**src/verilog/dspdec_pkg.sv**
```systemverilog
// shared constants and types for the opcode decoder block
package dspdec_pkg;
   // apb register byte offsets
   localparam logic [7:0] REG_INSTR = 8'h00;
   localparam logic [7:0] REG_FLAGS = 8'h04;
   localparam logic [7:0] REG_RESULT = 8'h08;
   localparam logic [7:0] REG_FIELDS = 8'h0c;
   localparam logic [7:0] REG_CONST = 8'h10;
   localparam logic [7:0] REG_STBITS = 8'h14;
   localparam int REG_AW = 8;
   localparam logic [31:0] RST_WORD = 32'h0000_0000;
   // flags register layout, written by software for the return condition
   localparam int FLG_C = 0;
   localparam int FLG_V = 1;
   localparam int FLG_L = 2;
   localparam int FLG_Z = 3;
   localparam int FLG_TC = 4;
   localparam int FLG_BIO = 5;
   localparam int FLG_W = 6;
   localparam logic [FLG_W-1:0] FLG_RST = 6'h00;
   // status bit ids reported for the status-bit-set instruction
   localparam int SB_N = 7;
   localparam logic [2:0] SB_CARRY = 3'h0;
   localparam logic [2:0] SB_BLK_PRG = 3'h1;
   localparam logic [2:0] SB_INT_DIS = 3'h2;
   localparam logic [2:0] SB_OVF_MODE = 3'h3;
   localparam logic [2:0] SB_TEST = 3'h4;
   localparam logic [2:0] SB_EXT = 3'h5;
   localparam logic [2:0] SB_SIGN_EXT = 3'h6;
   localparam logic [2:0] SB_NONE = 3'h7;
   localparam logic [3:0] SEL_CARRY = 4'hf;
   localparam logic [3:0] SEL_BLK_PRG = 4'h5;
   localparam logic [3:0] SEL_INT_DIS = 4'h1;
   localparam logic [3:0] SEL_OVF_MODE = 4'h3;
   localparam logic [3:0] SEL_TEST = 4'hb;
   localparam logic [3:0] SEL_EXT = 4'hd;
   localparam logic [3:0] SEL_SIGN_EXT = 4'h7;
   // whole-word patterns
   localparam logic [15:0] W_PROD_TO_ACC = 16'hbe03;
   localparam logic [15:0] W_POP_ACC = 16'hbe32;
   localparam logic [15:0] W_PUSH_ACC = 16'hbe3c;
   localparam logic [15:0] W_OR_IMM_16 = 16'hbe82;
   // masked patterns
   localparam logic [15:0] MSK_LO4 = 16'hfff0;
   localparam logic [15:0] MSK_LO3 = 16'hfff8;
   localparam logic [15:0] MSK_LO2 = 16'hfffc;
   localparam logic [15:0] MSK_TOP4 = 16'hf000;
   localparam logic [15:0] MSK_TOP5 = 16'hf800;
   localparam logic [15:0] MSK_TOP6 = 16'hfc00;
   localparam logic [15:0] P_STATUS_SET = 16'hbe40;
   localparam logic [15:0] P_PROD_SHIFT = 16'hbf00;
   localparam logic [15:0] P_OR_SHIFT = 16'hbfc0;
   localparam logic [15:0] P_AUX_PTR = 16'h8b88;
   localparam logic [15:0] P_ACC_HIGH = 16'h9800;
   localparam logic [15:0] P_ACC_LOW = 16'h9000;
   localparam logic [15:0] P_COND_RET = 16'hec00;
   localparam logic [15:0] P_SUB_SHIFT = 16'h3000;
   // upper-byte patterns
   localparam logic [7:0] HI_MUL_ACC_MOVE = 8'ha3;
   localparam logic [7:0] HI_AUX_MODIFY = 8'h8b;
   localparam logic [7:0] HI_MULTIPLY = 8'h54;
   localparam logic [7:0] HI_MUL_ADD = 8'h50;
   localparam logic [7:0] HI_MUL_SUB = 8'h51;
   localparam logic [7:0] HI_NORMALISE = 8'ha0;
   localparam logic [7:0] HI_STACK_TO_MEM = 8'h8a;
   localparam logic [7:0] HI_MEM_TO_STACK = 8'h76;
   localparam logic [7:0] HI_REPEAT_IMM = 8'hbb;
   localparam logic [7:0] HI_REPEAT_MEM = 8'h0b;
   localparam logic [7:0] HI_AUX_SUB = 8'h7c;
   localparam logic [7:0] HI_STATUS_ONE = 8'h8f;
   localparam logic [7:0] HI_STATUS_ZERO = 8'h8e;
   localparam logic [7:0] HI_STORE_LONG = 8'hae;
   localparam logic [7:0] HI_SUB_HIGH = 8'h65;
   localparam logic [7:0] HI_SQUARE_SUB = 8'h53;
   // return test-bit codes
   localparam logic [1:0] TP_BIO_LOW = 2'h0;
   localparam logic [1:0] TP_TC_SET = 2'h1;
   localparam logic [1:0] TP_TC_CLR = 2'h2;
   // word and cycle counts
   localparam logic [1:0] WORDS_ONE = 2'h1;
   localparam logic [1:0] WORDS_TWO = 2'h2;
   localparam logic [2:0] CYC_ONE = 3'h1;
   localparam logic [2:0] CYC_TWO = 3'h2;
   localparam logic [2:0] CYC_THREE = 3'h3;
   localparam logic [2:0] CYC_FOUR = 3'h4;
   // result register layout
   localparam int RES_WORDS = 5;
   localparam int RES_CYC = 8;
   localparam int RES_VALID = 12;
   localparam int RES_PEND = 13;
   localparam int RES_TAKEN = 14;
   // fields register layout
   localparam int FLD_IND = 8;
   localparam int FLD_DMA = 9;
   localparam int FLD_MOD = 16;
   localparam int FLD_NXT = 19;
   localparam int FLD_AUX = 20;
   localparam int FLD_SHF = 23;
   localparam int FLD_SB = 27;
   localparam int FLD_PM = 30;
   localparam int CST_IMM = 16;

   typedef enum logic [4:0] {
      OP_NONE, OP_MUL_ACC_MOVE, OP_AUX_PTR_LOAD, OP_AUX_MODIFY, OP_MULTIPLY, OP_MUL_ADD_PREV,
      OP_MUL_SUB_PREV, OP_NORMALISE, OP_OR_IMM_SHIFT, OP_OR_IMM_16, OP_PRODUCT_TO_ACC, OP_POP_ACC,
      OP_PUSH_ACC, OP_STACK_TO_MEM, OP_MEM_TO_STACK, OP_COND_RETURN, OP_REPEAT_IMM, OP_REPEAT_MEM,
      OP_STORE_ACC_HIGH, OP_STORE_ACC_LOW, OP_AUX_SUB_IMM, OP_STATUS_BIT_SET, OP_PRODUCT_SHIFT_MODE,
      OP_STATUS_STORE_ZERO, OP_STATUS_STORE_ONE, OP_STORE_LONG_IMM, OP_SUB_SHIFT, OP_SUB_HIGH, OP_SQUARE_SUB
   } dspdec_op_e;

   typedef enum logic {ST_FIRST, ST_CONST} dspdec_state_e;
endpackage

```
**src/verilog/dspdec_top.sv**
```systemverilog
// apb-accessed opcode decoder for the multiply through subtract instruction group
//
// The implementer's own choices: the address map and the APB register port.
`timescale 1ns/1ps

module dspdec_top #(
   parameter int ADDR_W = 8
) (
   // apb clock and reset
   input wire logic pclk,
   input wire logic presetn,
   // apb request
   input wire logic psel,
   input wire logic penable,
   input wire logic pwrite,
   input wire logic [ADDR_W-1:0] paddr,
   input wire logic [31:0] pwdata,
   // apb answer
   output logic [31:0] prdata,
   output logic pready,
   output logic pslverr,
   // decoded controls toward the datapath
   output logic dec_valid,
   output logic [4:0] dec_op,
   output logic [2:0] dec_cycles,
   output logic external_flag_output
);

   // the decode of the low eight offset bits needs at least eight address bits
   generate
      if (ADDR_W < dspdec_pkg::REG_AW || ADDR_W > 32)
      begin : g_bad_width
         $error("dspdec_top: ADDR_W must lie between 8 and 32");
      end
   endgenerate

   // apb state
   logic pready_ff;
   logic pslverr_ff;
   logic [31:0] prdata_ff;
   // decoder state
   dspdec_pkg::dspdec_state_e state_ff;
   dspdec_pkg::dspdec_op_e op_ff;
   logic [1:0] words_ff;
   logic [2:0] cycles_ff;
   logic valid_ff;
   logic taken_ff;
   logic strobe_ff;
   logic [7:0] lo_ff;
   logic [3:0] shift_ff;
   logic [2:0] aux_ff;
   logic [2:0] sb_ff;
   logic [1:0] pm_ff;
   logic [15:0] const_ff;
   logic [dspdec_pkg::FLG_W-1:0] flags_ff;
   logic [dspdec_pkg::SB_N-1:0] stbits_ff;

   // apb phase decode; a transfer takes effect only on its ready edge
   logic access;
   logic commit;
   logic [7:0] off;
   logic hi_zero;
   logic hit_instr;
   logic hit_flags;
   logic hit_result;
   logic hit_fields;
   logic hit_const;
   logic hit_stbits;
   logic hit_any;
   logic ro_write;
   assign access = psel & penable;
   assign commit = access & pready_ff;
   assign off = paddr[7:0];
   assign hi_zero = (paddr >> dspdec_pkg::REG_AW) == '0;
   assign hit_instr = hi_zero & (off == dspdec_pkg::REG_INSTR);
   assign hit_flags = hi_zero & (off == dspdec_pkg::REG_FLAGS);
   assign hit_result = hi_zero & (off == dspdec_pkg::REG_RESULT);
   assign hit_fields = hi_zero & (off == dspdec_pkg::REG_FIELDS);
   assign hit_const = hi_zero & (off == dspdec_pkg::REG_CONST);
   assign hit_stbits = hi_zero & (off == dspdec_pkg::REG_STBITS);
   assign hit_any = hit_instr | hit_flags | hit_result | hit_fields | hit_const | hit_stbits;
   // writes to read-only words are refused with an error rather than dropped silently
   assign ro_write = pwrite & (hit_result | hit_fields | hit_const);

   logic wr_instr;
   logic wr_flags;
   logic wr_stbits;
   assign wr_instr = commit & pwrite & hit_instr;
   assign wr_flags = commit & pwrite & hit_flags;
   assign wr_stbits = commit & pwrite & hit_stbits;

   // instruction word and its upper byte
   logic [15:0] w;
   logic [7:0] hi;
   assign w = pwdata[15:0];
   assign hi = w[15:8];

   // whole-word and masked matches; exact words are tested before wider patterns
   logic m_prod_acc;
   logic m_pop;
   logic m_push;
   logic m_or16;
   logic m_stset;
   logic m_pshift;
   logic m_orsh;
   logic m_aux_ptr;
   logic m_store_hi;
   logic m_store_lo;
   logic m_cret;
   logic m_sub;
   logic [2:0] sel_sb;
   assign m_prod_acc = w == dspdec_pkg::W_PROD_TO_ACC;
   assign m_pop = w == dspdec_pkg::W_POP_ACC;
   assign m_push = w == dspdec_pkg::W_PUSH_ACC;
   assign m_or16 = w == dspdec_pkg::W_OR_IMM_16;
   assign m_stset = ((w & dspdec_pkg::MSK_LO4) == dspdec_pkg::P_STATUS_SET) & (sel_sb != dspdec_pkg::SB_NONE);
   assign m_pshift = (w & dspdec_pkg::MSK_LO2) == dspdec_pkg::P_PROD_SHIFT;
   assign m_orsh = (w & dspdec_pkg::MSK_LO4) == dspdec_pkg::P_OR_SHIFT;
   assign m_aux_ptr = (w & dspdec_pkg::MSK_LO3) == dspdec_pkg::P_AUX_PTR;
   assign m_store_hi = (w & dspdec_pkg::MSK_TOP5) == dspdec_pkg::P_ACC_HIGH;
   assign m_store_lo = (w & dspdec_pkg::MSK_TOP5) == dspdec_pkg::P_ACC_LOW;
   assign m_cret = (w & dspdec_pkg::MSK_TOP6) == dspdec_pkg::P_COND_RET;
   assign m_sub = (w & dspdec_pkg::MSK_TOP4) == dspdec_pkg::P_SUB_SHIFT;

   // status bit picked by the low nibble; the reset-bit codes fall outside this group
   assign sel_sb = (w[3:0] == dspdec_pkg::SEL_CARRY) ? dspdec_pkg::SB_CARRY :
      (w[3:0] == dspdec_pkg::SEL_BLK_PRG) ? dspdec_pkg::SB_BLK_PRG :
      (w[3:0] == dspdec_pkg::SEL_INT_DIS) ? dspdec_pkg::SB_INT_DIS :
      (w[3:0] == dspdec_pkg::SEL_OVF_MODE) ? dspdec_pkg::SB_OVF_MODE :
      (w[3:0] == dspdec_pkg::SEL_TEST) ? dspdec_pkg::SB_TEST :
      (w[3:0] == dspdec_pkg::SEL_EXT) ? dspdec_pkg::SB_EXT :
      (w[3:0] == dspdec_pkg::SEL_SIGN_EXT) ? dspdec_pkg::SB_SIGN_EXT : dspdec_pkg::SB_NONE;

   // opcode selection in priority order
   dspdec_pkg::dspdec_op_e nxt_op;
   // the wide 8b upper-byte match would swallow the masked pointer-load words, so those are tested first
   assign nxt_op = m_prod_acc ? dspdec_pkg::OP_PRODUCT_TO_ACC :
      m_pop ? dspdec_pkg::OP_POP_ACC :
      m_push ? dspdec_pkg::OP_PUSH_ACC :
      m_or16 ? dspdec_pkg::OP_OR_IMM_16 :
      m_stset ? dspdec_pkg::OP_STATUS_BIT_SET :
      m_pshift ? dspdec_pkg::OP_PRODUCT_SHIFT_MODE :
      m_orsh ? dspdec_pkg::OP_OR_IMM_SHIFT :
      m_aux_ptr ? dspdec_pkg::OP_AUX_PTR_LOAD :
      (hi == dspdec_pkg::HI_AUX_MODIFY) ? dspdec_pkg::OP_AUX_MODIFY :
      (hi == dspdec_pkg::HI_MUL_ACC_MOVE) ? dspdec_pkg::OP_MUL_ACC_MOVE :
      (hi == dspdec_pkg::HI_MULTIPLY) ? dspdec_pkg::OP_MULTIPLY :
      (hi == dspdec_pkg::HI_MUL_ADD) ? dspdec_pkg::OP_MUL_ADD_PREV :
      (hi == dspdec_pkg::HI_MUL_SUB) ? dspdec_pkg::OP_MUL_SUB_PREV :
      (hi == dspdec_pkg::HI_NORMALISE) ? dspdec_pkg::OP_NORMALISE :
      (hi == dspdec_pkg::HI_STACK_TO_MEM) ? dspdec_pkg::OP_STACK_TO_MEM :
      (hi == dspdec_pkg::HI_MEM_TO_STACK) ? dspdec_pkg::OP_MEM_TO_STACK :
      (hi == dspdec_pkg::HI_REPEAT_IMM) ? dspdec_pkg::OP_REPEAT_IMM :
      (hi == dspdec_pkg::HI_REPEAT_MEM) ? dspdec_pkg::OP_REPEAT_MEM :
      (hi == dspdec_pkg::HI_AUX_SUB) ? dspdec_pkg::OP_AUX_SUB_IMM :
      (hi == dspdec_pkg::HI_STATUS_ONE) ? dspdec_pkg::OP_STATUS_STORE_ONE :
      (hi == dspdec_pkg::HI_STATUS_ZERO) ? dspdec_pkg::OP_STATUS_STORE_ZERO :
      (hi == dspdec_pkg::HI_STORE_LONG) ? dspdec_pkg::OP_STORE_LONG_IMM :
      (hi == dspdec_pkg::HI_SUB_HIGH) ? dspdec_pkg::OP_SUB_HIGH :
      (hi == dspdec_pkg::HI_SQUARE_SUB) ? dspdec_pkg::OP_SQUARE_SUB :
      m_store_hi ? dspdec_pkg::OP_STORE_ACC_HIGH :
      m_store_lo ? dspdec_pkg::OP_STORE_ACC_LOW :
      m_cret ? dspdec_pkg::OP_COND_RETURN :
      m_sub ? dspdec_pkg::OP_SUB_SHIFT : dspdec_pkg::OP_NONE;

   // return condition: high nibble selects flags, low nibble gives wanted values
   logic [3:0] condition_flag_field;
   logic flags_ok;
   logic tp_ok;
   logic cond_taken;
   assign condition_flag_field = {flags_ff[dspdec_pkg::FLG_Z], flags_ff[dspdec_pkg::FLG_L],
                                  flags_ff[dspdec_pkg::FLG_V], flags_ff[dspdec_pkg::FLG_C]};
   assign flags_ok = &(~w[7:4] | ~(condition_flag_field ^ w[3:0]));
   assign tp_ok = (w[9:8] == dspdec_pkg::TP_BIO_LOW) ? ~flags_ff[dspdec_pkg::FLG_BIO] :
      (w[9:8] == dspdec_pkg::TP_TC_SET) ? flags_ff[dspdec_pkg::FLG_TC] :
      (w[9:8] == dspdec_pkg::TP_TC_CLR) ? ~flags_ff[dspdec_pkg::FLG_TC] : 1'b1;
   assign cond_taken = flags_ok & tp_ok;

   // word and cycle counts of the decoded instruction
   // the accumulate-with-move count is a chosen value; software must not rely on it
   // beyond ordering, since the datapath timing behind it is outside this block
   logic two_word;
   logic [1:0] nxt_words;
   logic [2:0] nxt_cycles;
   assign two_word = (nxt_op == dspdec_pkg::OP_MUL_ACC_MOVE) | (nxt_op == dspdec_pkg::OP_OR_IMM_SHIFT) |
      (nxt_op == dspdec_pkg::OP_OR_IMM_16) | (nxt_op == dspdec_pkg::OP_STORE_LONG_IMM);
   assign nxt_words = two_word ? dspdec_pkg::WORDS_TWO : dspdec_pkg::WORDS_ONE;
   assign nxt_cycles = (nxt_op == dspdec_pkg::OP_MUL_ACC_MOVE) ? dspdec_pkg::CYC_THREE :
      (nxt_op == dspdec_pkg::OP_COND_RETURN) ?
         (cond_taken ? dspdec_pkg::CYC_FOUR : dspdec_pkg::CYC_TWO) :
      two_word ? dspdec_pkg::CYC_TWO : dspdec_pkg::CYC_ONE;

   // shift field location differs between the store, subtract and or forms
   logic [3:0] nxt_shift;
   assign nxt_shift = (m_store_hi | m_store_lo) ? {1'b0, w[10:8]} :
      m_sub ? w[11:8] :
      m_orsh ? w[3:0] : 4'h0;

   // aux select: pointer load takes the low three bits; indirect forms name the next aux
   logic [2:0] nxt_aux;
   assign nxt_aux = w[2:0];

   // address decoding of the first word's low byte
   logic ind_mode;
   logic [6:0] dma;
   logic [2:0] ind_mod;
   logic ind_next;
   assign ind_mode = lo_ff[7];
   assign dma = ind_mode ? 7'h00 : lo_ff[6:0];
   assign ind_mod = ind_mode ? lo_ff[6:4] : 3'h0;
   assign ind_next = ind_mode & lo_ff[3];

   // sequencing: a two-word instruction waits for its constant in the next instruction write
   dspdec_pkg::dspdec_state_e nxt_state;
   logic first_done;
   logic const_done;
   assign first_done = wr_instr & (state_ff == dspdec_pkg::ST_FIRST);
   assign const_done = wr_instr & (state_ff == dspdec_pkg::ST_CONST);
   assign nxt_state = (first_done & two_word) ? dspdec_pkg::ST_CONST :
      const_done ? dspdec_pkg::ST_FIRST : state_ff;

   always_ff @(posedge pclk or negedge presetn)
   begin
      if (!presetn)
         state_ff <= dspdec_pkg::ST_FIRST;
      else
         state_ff <= nxt_state;
   end

   // latch the first word's decode; later words leave it standing
   always_ff @(posedge pclk or negedge presetn)
   begin
      if (!presetn)
      begin
         op_ff <= dspdec_pkg::OP_NONE;
         words_ff <= 2'h0;
         cycles_ff <= 3'h0;
         taken_ff <= 1'b0;
         lo_ff <= 8'h00;
         shift_ff <= 4'h0;
         aux_ff <= 3'h0;
         sb_ff <= dspdec_pkg::SB_NONE;
         pm_ff <= 2'h0;
      end
      else if (first_done)
      begin
         op_ff <= nxt_op;
         words_ff <= nxt_words;
         cycles_ff <= nxt_cycles;
         taken_ff <= (nxt_op == dspdec_pkg::OP_COND_RETURN) & cond_taken;
         lo_ff <= w[7:0];
         shift_ff <= nxt_shift;
         aux_ff <= nxt_aux;
         sb_ff <= m_stset ? sel_sb : dspdec_pkg::SB_NONE;
         pm_ff <= m_pshift ? w[1:0] : 2'h0;
      end
   end

   // second word capture, valid flag and the one-cycle completion pulse
   logic nxt_valid;
   logic nxt_strobe;
   assign nxt_valid = (first_done & ~two_word) | const_done | (valid_ff & ~first_done);
   assign nxt_strobe = (first_done & ~two_word) | const_done;

   always_ff @(posedge pclk or negedge presetn)
   begin
      if (!presetn)
      begin
         const_ff <= 16'h0000;
         valid_ff <= 1'b0;
         strobe_ff <= 1'b0;
      end
      else
      begin
         const_ff <= const_done ? w : const_ff;
         valid_ff <= nxt_valid;
         strobe_ff <= nxt_strobe;
      end
   end

   // condition flags, written by software before a conditional return is decoded
   always_ff @(posedge pclk or negedge presetn)
   begin
      if (!presetn)
         flags_ff <= dspdec_pkg::FLG_RST;
      else if (wr_flags)
         flags_ff <= pwdata[dspdec_pkg::FLG_W-1:0];
   end

   // sticky status bits: the decoder sets, software writes one to clear, set wins a tie
   genvar gi;
   generate
      for (gi = 0; gi < dspdec_pkg::SB_N; gi++)
      begin : g_stbit
         logic set_bit;
         logic clr_bit;
         assign set_bit = first_done & m_stset & (sel_sb == 3'(gi));
         assign clr_bit = wr_stbits & pwdata[gi];
         always_ff @(posedge pclk or negedge presetn)
         begin
            if (!presetn)
               stbits_ff[gi] <= 1'b0;
            else
               stbits_ff[gi] <= set_bit | (stbits_ff[gi] & ~clr_bit);
         end
      end
   endgenerate

   // read words assembled from the decoded state
   logic [31:0] rd_result;
   logic [31:0] rd_fields;
   logic [31:0] rd_const;
   logic [31:0] rd_data;
   assign rd_result = {17'h00000, taken_ff, (state_ff == dspdec_pkg::ST_CONST), valid_ff,
                       1'b0, cycles_ff, 1'b0, words_ff, op_ff};
   assign rd_fields = {pm_ff, sb_ff, shift_ff, aux_ff, ind_next, ind_mod, dma, ind_mode, lo_ff};
   assign rd_const = {8'h00, lo_ff, const_ff};
   assign rd_data = hit_result ? rd_result :
      hit_fields ? rd_fields :
      hit_const ? rd_const :
      hit_flags ? {26'h0000000, flags_ff} :
      hit_stbits ? {25'h0000000, stbits_ff} : dspdec_pkg::RST_WORD;

   // one wait state: ready rises in the second access cycle, data and error land with it
   // the fixed wait costs a cycle per access but keeps read data fully registered
   always_ff @(posedge pclk or negedge presetn)
   begin
      if (!presetn)
      begin
         pready_ff <= 1'b0;
         pslverr_ff <= 1'b0;
         prdata_ff <= dspdec_pkg::RST_WORD;
      end
      else
      begin
         pready_ff <= access & ~pready_ff;
         pslverr_ff <= access & ~pready_ff & (~hit_any | ro_write);
         prdata_ff <= (access & ~pready_ff & ~pwrite) ? rd_data : dspdec_pkg::RST_WORD;
      end
   end

   // outputs straight from flip-flops
   assign prdata = prdata_ff;
   assign pready = pready_ff;
   assign pslverr = pslverr_ff;
   assign dec_valid = strobe_ff;
   assign dec_op = op_ff;
   assign dec_cycles = cycles_ff;
   assign external_flag_output = stbits_ff[dspdec_pkg::SB_EXT];

endmodule

```
**config.mk**
```make
export PLATFORM = sky130hd
export DESIGN_NAME = dspdec_top
export DESIGN_NICKNAME = d
export VERILOG_FILES = /design/src/verilog/dspdec_pkg.sv /design/src/verilog/dspdec_top.sv
export SDC_FILE = /design/constraint.sdc
export NUM_CORES = 1
export LEC_CHECK = 0
export ABC_AREA = 1
export BUFFER_PORTS_ARGS = -buffer_cell sky130_fd_sc_hd__buf_2
export CORE_MARGIN = 4
export CORE_UTILIZATION = 40
export CTS_CLUSTER_DIAMETER = 150
export CTS_CLUSTER_SIZE = 28
export DETAILED_ROUTE_END_ITERATION = 7
export SYNTH_ARGS = -nofsm -noshare
export SYNTH_HDL_FRONTEND = slang
export SYNTH_SLANG_ARGS = --single-unit
```
**constraint.sdc**
```tcl
create_clock -name pclk -period 1.8 [get_ports pclk]
set_clock_uncertainty 0.05 [all_clocks]
set_input_delay 0.36 -clock pclk [delete_from_list [all_inputs] [get_ports pclk]]
set_output_delay 0.36 -clock pclk [all_outputs]
set_load 0.05 [all_outputs]
```
== Word level (Yosys, flattened, before mapping) ==
Cells that the tools add are included.
Storage, ports and cells
  output and inout port bits: 44
  flip-flop bits (word level): 97
  input bits: 45
  logic and storage cells: 222
Operators by class
  eq/ne operators: 54
  multiplexer cells: 58
  bitwise gates (word level): 81
  reduce and logical (&&, ||, !) cells: 5
Operators with widths (number)
  $mux W5: 28
  $mux W32: 4
  $eq A16 B16 Y1 const B: 4
  $eq A8 B8 Y1 const B: 8
  $eq A8 B7 Y1 const B: 7
  $and A1 B1 Y1: 41
  $mux W3: 9
  $eq A12 B12 Y1 const B: 2
  $eq A8 B4 Y1 const B: 3
  $mux W7: 3
  $or A1 B1 Y1: 21
  $eq A8 B5 Y1 const B: 2
  $eq A5 B4 Y1 const B: 3
  $eq A5 B5 Y1 const B: 3
  $not A1 Y1: 15
  $eq A14 B14 Y1 const B: 1
  $eq A13 B13 Y1 const B: 1
  $eq A4 B4 Y1 const B: 3
  $mux W4: 3
  $mux W2: 5
  $eq A3 B3 Y1 const B: 3
  $eq A4 B2 Y1 const B: 2
  $eq A4 B3 Y1 const B: 2
  $eq A8 B3 Y1 const B: 1
  17 further kinds: 24

== Logic depth before layout (Yosys ltp) ==
Gate-level depths: netlist (run 1).
  word-level depth: 37
  mapped depth: 12
  depth with buffers taken out: 12

== Least setup slack after synthesis (run 1) ==
No wires, ideal clock.
  path kind: register to register
  start point: register pready_ff, in the netlist pready
  end point: register shift_ff[2]
  library setup time: 0.127 ns
  clock period less this slack: 1.798 ns
  path buffers: 0
  cell stages (with the launch flop): 8
  data required time: 1.623 ns
  slack: 0.002 ns
  data arrival time: 1.620 ns
  path through: dfrtp_1 > nand2_1 > nor2_4 > nand2_1 > nor3_1 > nand2_1 > a211oi_1 > a21oi_1
Between the ends
  longest elaborated chain between the ends: 4
RTL lines
  start: declaration: RTL line dspdec_top.sv:38  | logic pready_ff;
  start signal: assignment: RTL line dspdec_top.sv:336  | pready_ff <= access & ~pready_ff;
  $and A1 B1 Y1: RTL line dspdec_top.sv:72  | assign commit = access & pready_ff;
  $and A1 B1 Y1 (2 in series): RTL line dspdec_top.sv:88  | assign wr_instr = commit & pwrite & hit_instr;
  $and A1 B1 Y1: RTL line dspdec_top.sv:217  | assign first_done = wr_instr & (state_ff == dspdec_pkg::ST_FIRST);
  end signal: assignment: RTL line dspdec_top.sv:252  | shift_ff <= nxt_shift;
  end: declaration: RTL line dspdec_top.sv:50  | logic [3:0] shift_ff;
Every way passes these cells.
A chain may end at the register's enable or synchronous reset.

== Worst setup path in the final report (run 1) ==
  start point: register flags_ff[4] (netlist name)
  end point: register taken_ff
Between the ends
  longest elaborated chain between the ends: 6
RTL lines
  start: declaration: RTL line dspdec_top.sv:55  | logic [dspdec_pkg::FLG_W-1:0] flags_ff;
  start signal: assignment: RTL line dspdec_top.sv:285  | flags_ff <= dspdec_pkg::FLG_RST;
  start signal: assignment: RTL line dspdec_top.sv:287  | flags_ff <= pwdata[dspdec_pkg::FLG_W-1:0];
  $not A1 Y1: RTL line dspdec_top.sv:176  | (w[9:8] == dspdec_pkg::TP_TC_CLR) ? ~flags_ff[dspdec_pkg::FLG_TC] : 1'b1;
  $mux W1: RTL line dspdec_top.sv:176
  $mux W1 *: RTL line dspdec_top.sv:175  | (w[9:8] == dspdec_pkg::TP_TC_SET) ? flags_ff[dspdec_pkg::FLG_TC] :
  $mux W1 *: RTL line dspdec_top.sv:174  | assign tp_ok = (w[9:8] == dspdec_pkg::TP_BIO_LOW) ? ~flags_ff[dspdec_pkg::FLG_BIO] :
  $and A1 B1 Y1 *: RTL line dspdec_top.sv:177  | assign cond_taken = flags_ok & tp_ok;
  $and A1 B1 Y1 *: RTL line dspdec_top.sv:250  | taken_ff <= (nxt_op == dspdec_pkg::OP_COND_RETURN) & cond_taken;
  end signal: assignment: RTL line dspdec_top.sv:250
  end: declaration: RTL line dspdec_top.sv:47  | logic taken_ff;
Mark *: on every way between the ends. The rest lies on a longest branch, timed or not.

==> report_table.html, run 1 <==
<table>
<tr><th>Metric</th><th>Value</th></tr>
<tr><th colspan="2">Worst setup path</th></tr>
<tr><td>Crit-path leading delay family</td><td>simple AND/OR/NAND/NOR gates</td></tr>
<tr><td>Register-to-register setup slack</td><td>0.18 ns</td></tr>
<tr><td>Data required time of the critical path</td><td>2.01 ns</td></tr>
<tr><td>Peak fanout along the critical path</td><td>4</td></tr>
<tr><td>Critical path's largest stage delay</td><td>0.45 ns</td></tr>
<tr><td>Worst path slowest cell</td><td>dfrtp_1</td></tr>
<tr><td>Critical-path cell list</td><td>o221ai_1 &gt; nand4_1 &gt; nor2_1 &gt; nand2_1 &gt; o21ai_0</td></tr>
<tr><td>Arrival time reported for the critical path endpoint</td><td>1.84 ns</td></tr>
<tr><td>Classification of the worst setup path</td><td>flip-flop to flip-flop</td></tr>
<tr><td>Type of element capturing the critical path</td><td>flip-flop</td></tr>
<tr><td>Buf+Inv Stages, Crit Path</td><td>0</td></tr>
<tr><td>Worst Setup Start Kind</td><td>flip-flop</td></tr>
<tr><th colspan="2">Timing</th></tr>
<tr><td>Final WS setup</td><td>0.176 ns</td></tr>
<tr><td>Final setup fails</td><td>0</td></tr>
<tr><td>Final cycle utilization of the critical path</td><td>90.2%</td></tr>
<tr><td>Max-slew headroom at the worst pin</td><td>67.4%</td></tr>
<tr><td>Max-slew violation count</td><td>0</td></tr>
<tr><td>Setup repair after global routing missed its margin</td><td>no</td></tr>
<tr><td>Count of final hold-check violations</td><td>0</td></tr>
<tr><td>Worst hold-check slack</td><td>0.255 ns</td></tr>
<tr><td>Timing-limited maximum frequency</td><td>0.616 GHz</td></tr>
<tr><td>Crit path time final</td><td>1.62 ns</td></tr>
<tr><td>Slew @ Worst Pin</td><td>0.484 ns</td></tr>
<tr><th colspan="2">Floorplan</th></tr>
<tr><td>Overall die height</td><td>117 microns</td></tr>
<tr><td>Count of boundary I/O pins</td><td>89</td></tr>
<tr><td>X dimension of the die</td><td>117 microns</td></tr>
<tr><td>Starting Density</td><td>41.0%</td></tr>
<tr><td>Num rows</td><td>39</td></tr>
<tr><td>Die ar.</td><td>0.0136 sq mm</td></tr>
<tr><td>Core area</td><td>0.0115 sq mm</td></tr>
<tr><th colspan="2">Final layout</th></tr>
<tr><td>Final design utilization</td><td>54.0%</td></tr>
<tr><td>Final instance area</td><td>0.00622 sq mm</td></tr>
<tr><td>Post-synthesis to final-layout area growth</td><td>31.5%</td></tr>
<tr><td>Total inserted antenna cells</td><td>0</td></tr>
<tr><td>Fillcell total</td><td>1115</td></tr>
<tr><td>Fraction of final layout cells sized beyond drive strength 1</td><td>28.4%</td></tr>
<tr><td>Fin nets</td><td>800</td></tr>
<tr><th colspan="2">Power and ir drop</th></tr>
<tr><td>Lkg Pwr</td><td>3.29 nW</td></tr>
<tr><td>VDD IR-drop max</td><td>416 uV</td></tr>
<tr><td>Cell Pwr Density</td><td>712 mW/mm^2</td></tr>
<tr><th colspan="2">Place</th></tr>
<tr><td>Number of I/O port buffers</td><td>72</td></tr>
<tr><td>Weighted congestion reported at the end of routability-driven placement</td><td>0.918</td></tr>
<tr><td>Worst Setup Slack post-DPL</td><td>-0.0779 ns</td></tr>
<tr><td>Dpl cell area</td><td>0.00590 sq mm</td></tr>
<tr><td>Detailed placement HPWL</td><td>11700 microns</td></tr>
<tr><th colspan="2">Logic synthesis</th></tr>
<tr><td>Synthesized instance count</td><td>599</td></tr>
<tr><td>Mapped Area</td><td>0.00473 sq mm</td></tr>
<tr><td>Synthesized area per cell</td><td>7.89 sq um</td></tr>
<tr><td>Flops &amp; latches, synth</td><td>94</td></tr>
<tr><td>Number of warnings issued by yosys</td><td>0</td></tr>
<tr><td>Asr flop ratio synth</td><td>100%</td></tr>
<tr><td>Biggest area consumer among synthesized cells</td><td>dfrtp_1</td></tr>
<tr><td>Top_reg_cell synth</td><td>dfrtp_1</td></tr>
<tr><td>Sequential cell area fraction in the yosys report</td><td>49.8%</td></tr>
<tr><td>Leading cell types by total area after synthesis</td><td>dfrtp_1, nand2_1, o21ai_0</td></tr>
<tr><td>Net count of the mapped netlist</td><td>644</td></tr>
<tr><td>Proportion of netlist area held by the largest area contributor</td><td>48.2%</td></tr>
<tr><td>Count of flip-flops with a built-in enable after synthesis</td><td>0</td></tr>
<tr><td>Post-synthesis cell type count</td><td>39</td></tr>
<tr><th colspan="2">GRT</th></tr>
<tr><td>GR Util met2</td><td>37.5%</td></tr>
<tr><td>Pin count of the biggest net entering global routing</td><td>39</td></tr>
<tr><td>Total routing resource utilization after global routing</td><td>22.9%</td></tr>
<tr><td>Antenna violations before repair</td><td>0</td></tr>
<tr><td>Grt met1 use</td><td>31.1%</td></tr>
<tr><td>Wire length of the first global-routing pass</td><td>23900 microns</td></tr>
<tr><td>Most crowded layer after global routing</td><td>met2</td></tr>
<tr><td>Grt met3 use</td><td>3.52%</td></tr>
<tr><td>Remaining global-route overflow</td><td>0</td></tr>
<tr><td>Number of global-route vias before repair</td><td>4652</td></tr>
<tr><th colspan="2">Routing</th></tr>
<tr><td>Final wirelength</td><td>14500 microns</td></tr>
<tr><td>Via count</td><td>4653</td></tr>
<tr><td>Final routed wire length divided by cell count</td><td>16.1 microns</td></tr>
<tr><td>Number of nets still failing antenna checks after routing</td><td>0</td></tr>
<tr><td>Vias/cell</td><td>5.15</td></tr>
<tr><td>Initial drt markers</td><td>346</td></tr>
<tr><td>TritonRoute pass-1 iters</td><td>5</td></tr>
<tr><td>DRC violations left</td><td>0</td></tr>
<tr><th colspan="2">Clock network</th></tr>
<tr><td>Resized cells post-CTS</td><td>0</td></tr>
<tr><td>Clock root buffer</td><td>clkbuf_16</td></tr>
<tr><td>Inserted Clock Buffers</td><td>9</td></tr>
<tr><td>Skew-Pair Late Insertion Delay</td><td>0.34 ns</td></tr>
<tr><td>Worst-case clock buffer depth</td><td>2</td></tr>
<tr><td>TritonCTS clock tree</td><td>yes</td></tr>
<tr><td>TritonCTS Sinks</td><td>94</td></tr>
<tr><td>Clk pin slew, worst setup/hold paths</td><td>0.06 ns</td></tr>
<tr><td>Maximum level of the CTS H-tree</td><td>3</td></tr>
<tr><th colspan="2">Hold path</th></tr>
<tr><td>Worst Hold Class</td><td>input pin to flip-flop</td></tr>
<tr><th colspan="2">Job</th></tr>
<tr><td>Count of maximum capacitance violations</td><td>0</td></tr>
<tr><th colspan="2">Status</th></tr>
<tr><td>Status</td><td>finished clean</td></tr>
</table>
sequential cells by signal, summed over array words and instances (netlist names), 2 cells and up:
signal and count:
prdata 32, const_ff 16, lo_ff 8, flags_ff 6, stbits_ff 6, dec_op 5
shift_ff 4, dec_cycles 3, sb_ff 3, pm_ff 2, words_ff 2
final cells by class:
type	instances	area (sq um)	share of cell area [%]
Multi-Input combinational cell	420	2030	32.6
Timing Repair Buffer	159	1080	17.4
Tap cell	143	179	2.88
Sequential cell	94	2360	37.9
Clock buffer	11	253	4.07
Inverter	71	267	4.29
Clock inverter	5	56.3	0.906
cell families (layout without fill, tap and decap cells):
| family | count (synthesis) | count (layout) | synth area share, % |
|---|---|---|---|
| buf+inv | 85 | 246 | 7.31 |
| flops | 94 | 94 | 49.8 |
| compound gates | 119 | 119 | 14.0 |
| simple gates | 301 | 301 | 28.8 |
worst min-delay path, cell delays in order:
cell,delay [ns]
buf_2,0.12
nand2_1,0.07
a21oi_1,0.06
what timing repair did:
| item | 4_1_cts | 5_1_grt |
|---|---|---|
| setup buffers | 0 | 0 |
| hold buffers | 1 | 0 |
| endpoints found under the hold margin | 27 | 0 |
synthesized netlist by cell type (3+ instances only):
| master | number |
|---|---|
| nor2_1 | 57 |
| o21ai_0 | 58 |
| nand3_1 | 33 |
| a21oi_1 | 18 |
| nor3_1 | 16 |
| o22ai_1 | 7 |
| nand2_2 | 5 |
| nor2_4 | 6 |
| inv_1 | 60 |
| nand4_1 | 10 |
| dfstp_2 | 3 |
| nor3_2 | 3 |
| dfrtp_1 | 91 |
| nand2_1 | 153 |
| nand3_2 | 3 |
| o21ai_1 | 15 |
| buf_2 | 6 |
| nor2_2 | 10 |
| inv_2 | 10 |
| clkbuf_1 | 4 |
| o211ai_1 | 9 |
power breakdown:
| group | switching, mW | leakage [nW] | total, mW | internal, mW |
|---|---|---|---|---|
| clock | 0.786 | 0.152 | 1.94 | 1.15 |
| combinational | 0.233 | 1.89 | 0.370 | 0.137 |
| sequential | 0.00314 | 1.25 | 2.12 | 2.12 |
| total | 1.02 | 3.29 | 4.43 | 3.41 |
placed cells by master (no fill, tap or decap), drive strengths merged:
cell type,instances
nand2,159
buf,158
dfrtp,91
o21ai,73
nor2,73
inv,71
nand3,36
nor3,19
a21oi,18
clkbuf,11
nand4,10
o211ai,9
o22ai,7
dfstp,3
clkinv,3
o32ai,2
o31ai,2
nand3b,2
nor4,2
a31oi,1
a22o,1
o2111ai,1
a21boi,1
a22oi,1
o221ai,1
a211oi,1
a2bb2oi,1
clkinvlp,1
bufinv,1
dlygate4sd3,1
stage by stage:
| stage | power (mW) | setup TNS (ns) | std cells |
|---|---|---|---|
| after global routing | 4.58 | 0 | 903 |
| after global placement | 2.52 | -0.309 | 886 |
| after detailed placement | 2.53 | -0.823 | 886 |
| after CTS | 4.45 | 0 | 903 |
| after floorplan | 2.30 | 0 | 599 |
| final | 4.43 | 0 | 903 |
per-layer routing:
| metal | wire length [microns] | up-vias | share of wire [%] |
|---|---|---|---|
| li1 | - | 2285 | - |
| met1 | 6510 | 2190 | 45 |
| met2 | 6850 | 151 | 47 |
| met3 | 723 | 27 | 5.0 |
| met4 | 435 | 0 | 3.0 |
| met5 | 0 | - | 0 |
worst paths after layout:
kind / depth (start not counted) / endpoint / startpoint
worst min register to register: 2 / words_ff[1]$_DFFE_PN0P_ / words_ff[1]$_DFFE_PN0P_
worst min-delay path: 3 / pslverr$_DFF_PN0_ / pwrite
max in group asynchronous: 3 / sb_ff[2]$_DFFE_PN1P_ / presetn
worst max register to register: 5 / taken_ff$_DFFE_PN0P_ / flags_ff[4]$_DFFE_PN0P_
min in group asynchronous: 2 / lo_ff[3]$_DFFE_PN0P_ / presetn
worst max-delay path: 5 / taken_ff$_DFFE_PN0P_ / flags_ff[4]$_DFFE_PN0P_
No activity file was read; power rests on OpenSTA's default activity.
==> inputs of run 2 (changes only) <==
- clock period: 1.8 -> 1.7 ns (I/O delays scaled with it)
==> report_table.html, run 2 (synthesis gave the netlist of run 1 again) <==
<table>
<tr><th>Metric</th><th>Value</th></tr>
<tr><th colspan="2">Timing</th></tr>
<tr><td>Max-slew headroom at the worst pin</td><td>60.2% (-7.2 points)</td></tr>
<tr><td>Count of final hold-check violations</td><td>0 (unchanged)</td></tr>
<tr><td>Final cycle utilization of the critical path</td><td>91.9% (+1.7 points)</td></tr>
<tr><td>Timing-limited maximum frequency</td><td>0.640 GHz (+3.9%)</td></tr>
<tr><td>Worst hold-check slack</td><td>0.232 ns (-0.0232 ns)</td></tr>
<tr><td>Slew @ Worst Pin</td><td>0.591 ns (+0.107 ns)</td></tr>
<tr><td>Max-slew violation count</td><td>0 (unchanged)</td></tr>
<tr><td>Setup repair after global routing missed its margin</td><td>no</td></tr>
<tr><td>Final setup fails</td><td>0 (unchanged)</td></tr>
<tr><td>Crit path time final</td><td>1.56 ns (-0.0615 ns)</td></tr>
<tr><th colspan="2">Worst setup path</th></tr>
<tr><td>Data required time of the critical path</td><td>1.90 ns (-0.11 ns)</td></tr>
<tr><td>Crit-path leading delay family</td><td>simple AND/OR/NAND/NOR gates</td></tr>
<tr><td>Classification of the worst setup path</td><td>flip-flop to flip-flop</td></tr>
<tr><td>Worst path slowest cell</td><td>dfrtp_2</td></tr>
<tr><td>Critical-path cell list</td><td>nor2_2 &gt; inv_2 &gt; nor2_2 &gt; inv_2 &gt; nor2_4 &gt; inv_1 &gt; nor3_1</td></tr>
<tr><td>Buf+Inv Stages, Crit Path</td><td>3 (+3)</td></tr>
<tr><td>Peak fanout along the critical path</td><td>7 (+3)</td></tr>
<tr><td>Critical path's largest stage delay</td><td>0.42 ns (-0.03 ns)</td></tr>
<tr><td>Worst Setup Start Kind</td><td>flip-flop</td></tr>
<tr><td>Arrival time reported for the critical path endpoint</td><td>1.76 ns (-0.08 ns)</td></tr>
<tr><td>Type of element capturing the critical path</td><td>flip-flop</td></tr>
<tr><th colspan="2">Routing</th></tr>
<tr><td>Number of nets still failing antenna checks after routing</td><td>0 (unchanged)</td></tr>
<tr><td>Initial drt markers</td><td>311 (-10%)</td></tr>
<tr><td>TritonRoute pass-1 iters</td><td>4 (-1)</td></tr>
<tr><td>DRC violations left</td><td>0 (unchanged)</td></tr>
<tr><td>Final wirelength</td><td>14800 microns (+1.9%)</td></tr>
<tr><td>Final routed wire length divided by cell count</td><td>16.2 microns (+0.47%)</td></tr>
<tr><td>Vias/cell</td><td>5.14 (-0.23%)</td></tr>
<tr><td>Via count</td><td>4709 (+1.2%)</td></tr>
<tr><th colspan="2">Clock network</th></tr>
<tr><td>Inserted Clock Buffers</td><td>9 (unchanged)</td></tr>
<tr><td>Skew-Pair Late Insertion Delay</td><td>0.35 ns (about the same)</td></tr>
<tr><td>Clock root buffer</td><td>clkbuf_16</td></tr>
<tr><td>Clk pin slew, worst setup/hold paths</td><td>0.07 ns (about the same)</td></tr>
<tr><td>TritonCTS Sinks</td><td>94 (unchanged)</td></tr>
<tr><td>TritonCTS clock tree</td><td>yes</td></tr>
<tr><td>Number of buffers inserted by post-CTS setup repair</td><td>0 (unchanged)</td></tr>
<tr><td>Worst-case clock buffer depth</td><td>2 (unchanged)</td></tr>
<tr><td>Maximum level of the CTS H-tree</td><td>3 (unchanged)</td></tr>
<tr><th colspan="2">Power and ir drop</th></tr>
<tr><td>Lkg Pwr</td><td>3.37 nW (+2.5%)</td></tr>
<tr><td>Fraction of power consumed by the clock network</td><td>46.0% (+2.2 points)</td></tr>
<tr><td>Internal Dissipation</td><td>3.81 mW (+12%)</td></tr>
<tr><td>Cell Pwr Density</td><td>773 mW/mm^2 (+8.5%)</td></tr>
<tr><td>VDD IR-drop max</td><td>492 uV (+18%)</td></tr>
<tr><td>Comb pwr share</td><td>8.3% (about the same)</td></tr>
<tr><td>Power share of the sequential group</td><td>45.7% (-2.2 points)</td></tr>
<tr><td>Net Switching</td><td>1.10 mW (+7.6%)</td></tr>
<tr><td>Switching share of total power</td><td>22.4% (-0.69 points)</td></tr>
<tr><th colspan="2">Final layout</th></tr>
<tr><td>Fin nets</td><td>813 (+1.6%)</td></tr>
<tr><td>Most frequent cells in the layout</td><td>nand2_1, buf_4, dfrtp_1</td></tr>
<tr><td>Final instance area</td><td>0.00635 sq mm (+2.2%)</td></tr>
<tr><td>Post-synthesis to final-layout area growth</td><td>34.4%</td></tr>
<tr><td>Commonest non-fill, non-tap cell in the layout</td><td>nand2_1</td></tr>
<tr><td>Fraction of final layout cells sized beyond drive strength 1</td><td>29.9% (+1.5 points)</td></tr>
<tr><td>Fillcell total</td><td>1098 (-1.5%)</td></tr>
<tr><td>Total inserted antenna cells</td><td>0 (unchanged)</td></tr>
<tr><td>Number of flip-flops in the largest register</td><td>32 (unchanged)</td></tr>
<tr><th colspan="2">Place</th></tr>
<tr><td>Dpl cell area</td><td>0.00600 sq mm (+1.7%)</td></tr>
<tr><td>Detailed placement HPWL</td><td>11900 microns (+2.1%)</td></tr>
<tr><td>Weighted congestion reported at the end of routability-driven placement</td><td>0.937 (+2.1%)</td></tr>
<tr><td>Number of I/O port buffers</td><td>72 (unchanged)</td></tr>
<tr><th colspan="2">Floorplan</th></tr>
<tr><td>Overall die height</td><td>117 microns (unchanged)</td></tr>
<tr><td>Die ar.</td><td>0.0136 sq mm (unchanged)</td></tr>
<tr><td>X dimension of the die</td><td>117 microns (unchanged)</td></tr>
<tr><td>Starting Density</td><td>41.0% (unchanged)</td></tr>
<tr><td>Core area</td><td>0.0115 sq mm (unchanged)</td></tr>
<tr><td>Num rows</td><td>39 (unchanged)</td></tr>
<tr><td>Count of boundary I/O pins</td><td>89 (unchanged)</td></tr>
<tr><th colspan="2">Hold path</th></tr>
<tr><td>Worst Hold Class</td><td>input pin to flip-flop</td></tr>
<tr><th colspan="2">GRT</th></tr>
<tr><td>Number of global-route vias before repair</td><td>4692 (+0.86%)</td></tr>
<tr><td>Remaining global-route overflow</td><td>0 (unchanged)</td></tr>
<tr><td>Antenna violations before repair</td><td>0 (unchanged)</td></tr>
<tr><td>Wire length of the first global-routing pass</td><td>23900 microns (+0.23%)</td></tr>
<tr><td>Pin count of the biggest net entering global routing</td><td>31 (-21%)</td></tr>
<tr><td>Total routing resource utilization after global routing</td><td>23.1% (+0.14 points)</td></tr>
<tr><th colspan="2">Job</th></tr>
<tr><td>Count of maximum capacitance violations</td><td>0 (unchanged)</td></tr>
<tr><th colspan="2">Status</th></tr>
<tr><td>Status</td><td>finished clean</td></tr>
</table>
-- run 2: cell types whose count changed in the layout (fill, tap and decap cells not counted), sizes merged --
cell      previous run  this run
bufinv               1         2
clkbuf              11        12
buf                158       171
inv                 71        70
clkinvlp             1         0
-- run 2: worst reg2reg max path: stages, from the launching register on --
cell and delay, ns:
dfrtp_2 0.42, nor2_2 0.14, inv_2 0.06, nor2_2 0.11, inv_2 0.07, nor2_4 0.21, inv_1 0.18, nor3_1 0.23
-- run 2: layout make-up --
| type | count | area (sq um) | share of cell area (%) |
|---|---|---|---|
| repair buffers | 172 | 1180 | 18.6 |
| multi-input cells | 420 | 2030 | 31.9 |
| clock inverters | 4 | 77.6 | 1.22 |
| inverters | 71 | 267 | 4.19 |
| flip-flops and latches | 94 | 2360 | 37.1 |
| well taps | 143 | 179 | 2.82 |
| clock buffers | 12 | 267 | 4.19 |
-- run 2: power by group through the flow --
| stage | Clock, mW | Combinational (mW) | Sequential [mW] |
|---|---|---|---|
| 2_1_floorplan | 0 | 0.137 | 2.30 |
| 3_3_place_gp | 0 | 0.400 | 2.29 |
| 3_5_place_dp | 0 | 0.407 | 2.29 |
| 4_1_cts | 2.29 | 0.410 | 2.24 |
| 5_1_grt | 2.40 | 0.454 | 2.24 |
| 6_report | 2.26 | 0.409 | 2.25 |
-- run 2: stage by stage --
stage | total power [mW] | instances | setup WS, ns | util [%] | setup TNS, ns
2_1_floorplan | 2.43 | 599 | 0.0657 | - | 0
3_3_place_gp | 2.69 | 899 | -0.120 | 52.1 | -1.84
3_5_place_dp | 2.69 | 899 | -0.110 | 52.1 | -2.78
4_1_cts | 4.95 | 916 | 0.108 | 55.1 | 0
5_1_grt | 5.10 | 916 | 0.0115 | 55.2 | 0
6_report | 4.91 | 916 | 0.138 | 55.2 | 0
-- run 2: final timing paths --
check	cells past startpoint	end	slack, ns	start
max	7	prdata[20]$_DFF_PN0_	0.14	pready$_DFF_PN0_
min	3	pslverr$_DFF_PN0_	0.23	pwrite
max reg2reg	7	prdata[20]$_DFF_PN0_	0.14	pready$_DFF_PN0_
min reg2reg	1	pready$_DFF_PN0_	0.42	pready$_DFF_PN0_
max in group asynchronous	3	sb_ff[0]$_DFFE_PN1P_	0.64	presetn
min in group asynchronous	2	prdata[2]$_DFF_PN0_	0.41	presetn
-- run 2: what timing repair did --
action / CTS / global route
hold endpoints to repair: 26 / 0
hold buffers: 1 / 0
resized for setup: 0 / 1
setup endpoints to repair: 0 / 2
-- run 2: per-layer routing --
metal  vias up  track usage [%]  part of all wire [%]
met3        21             3.06                   4.1
li1       2310                -                     -
met5         -                0                     0
met2       146             38.1                    48
met4         0             7.65                   2.3
met1      2232             31.5                    46
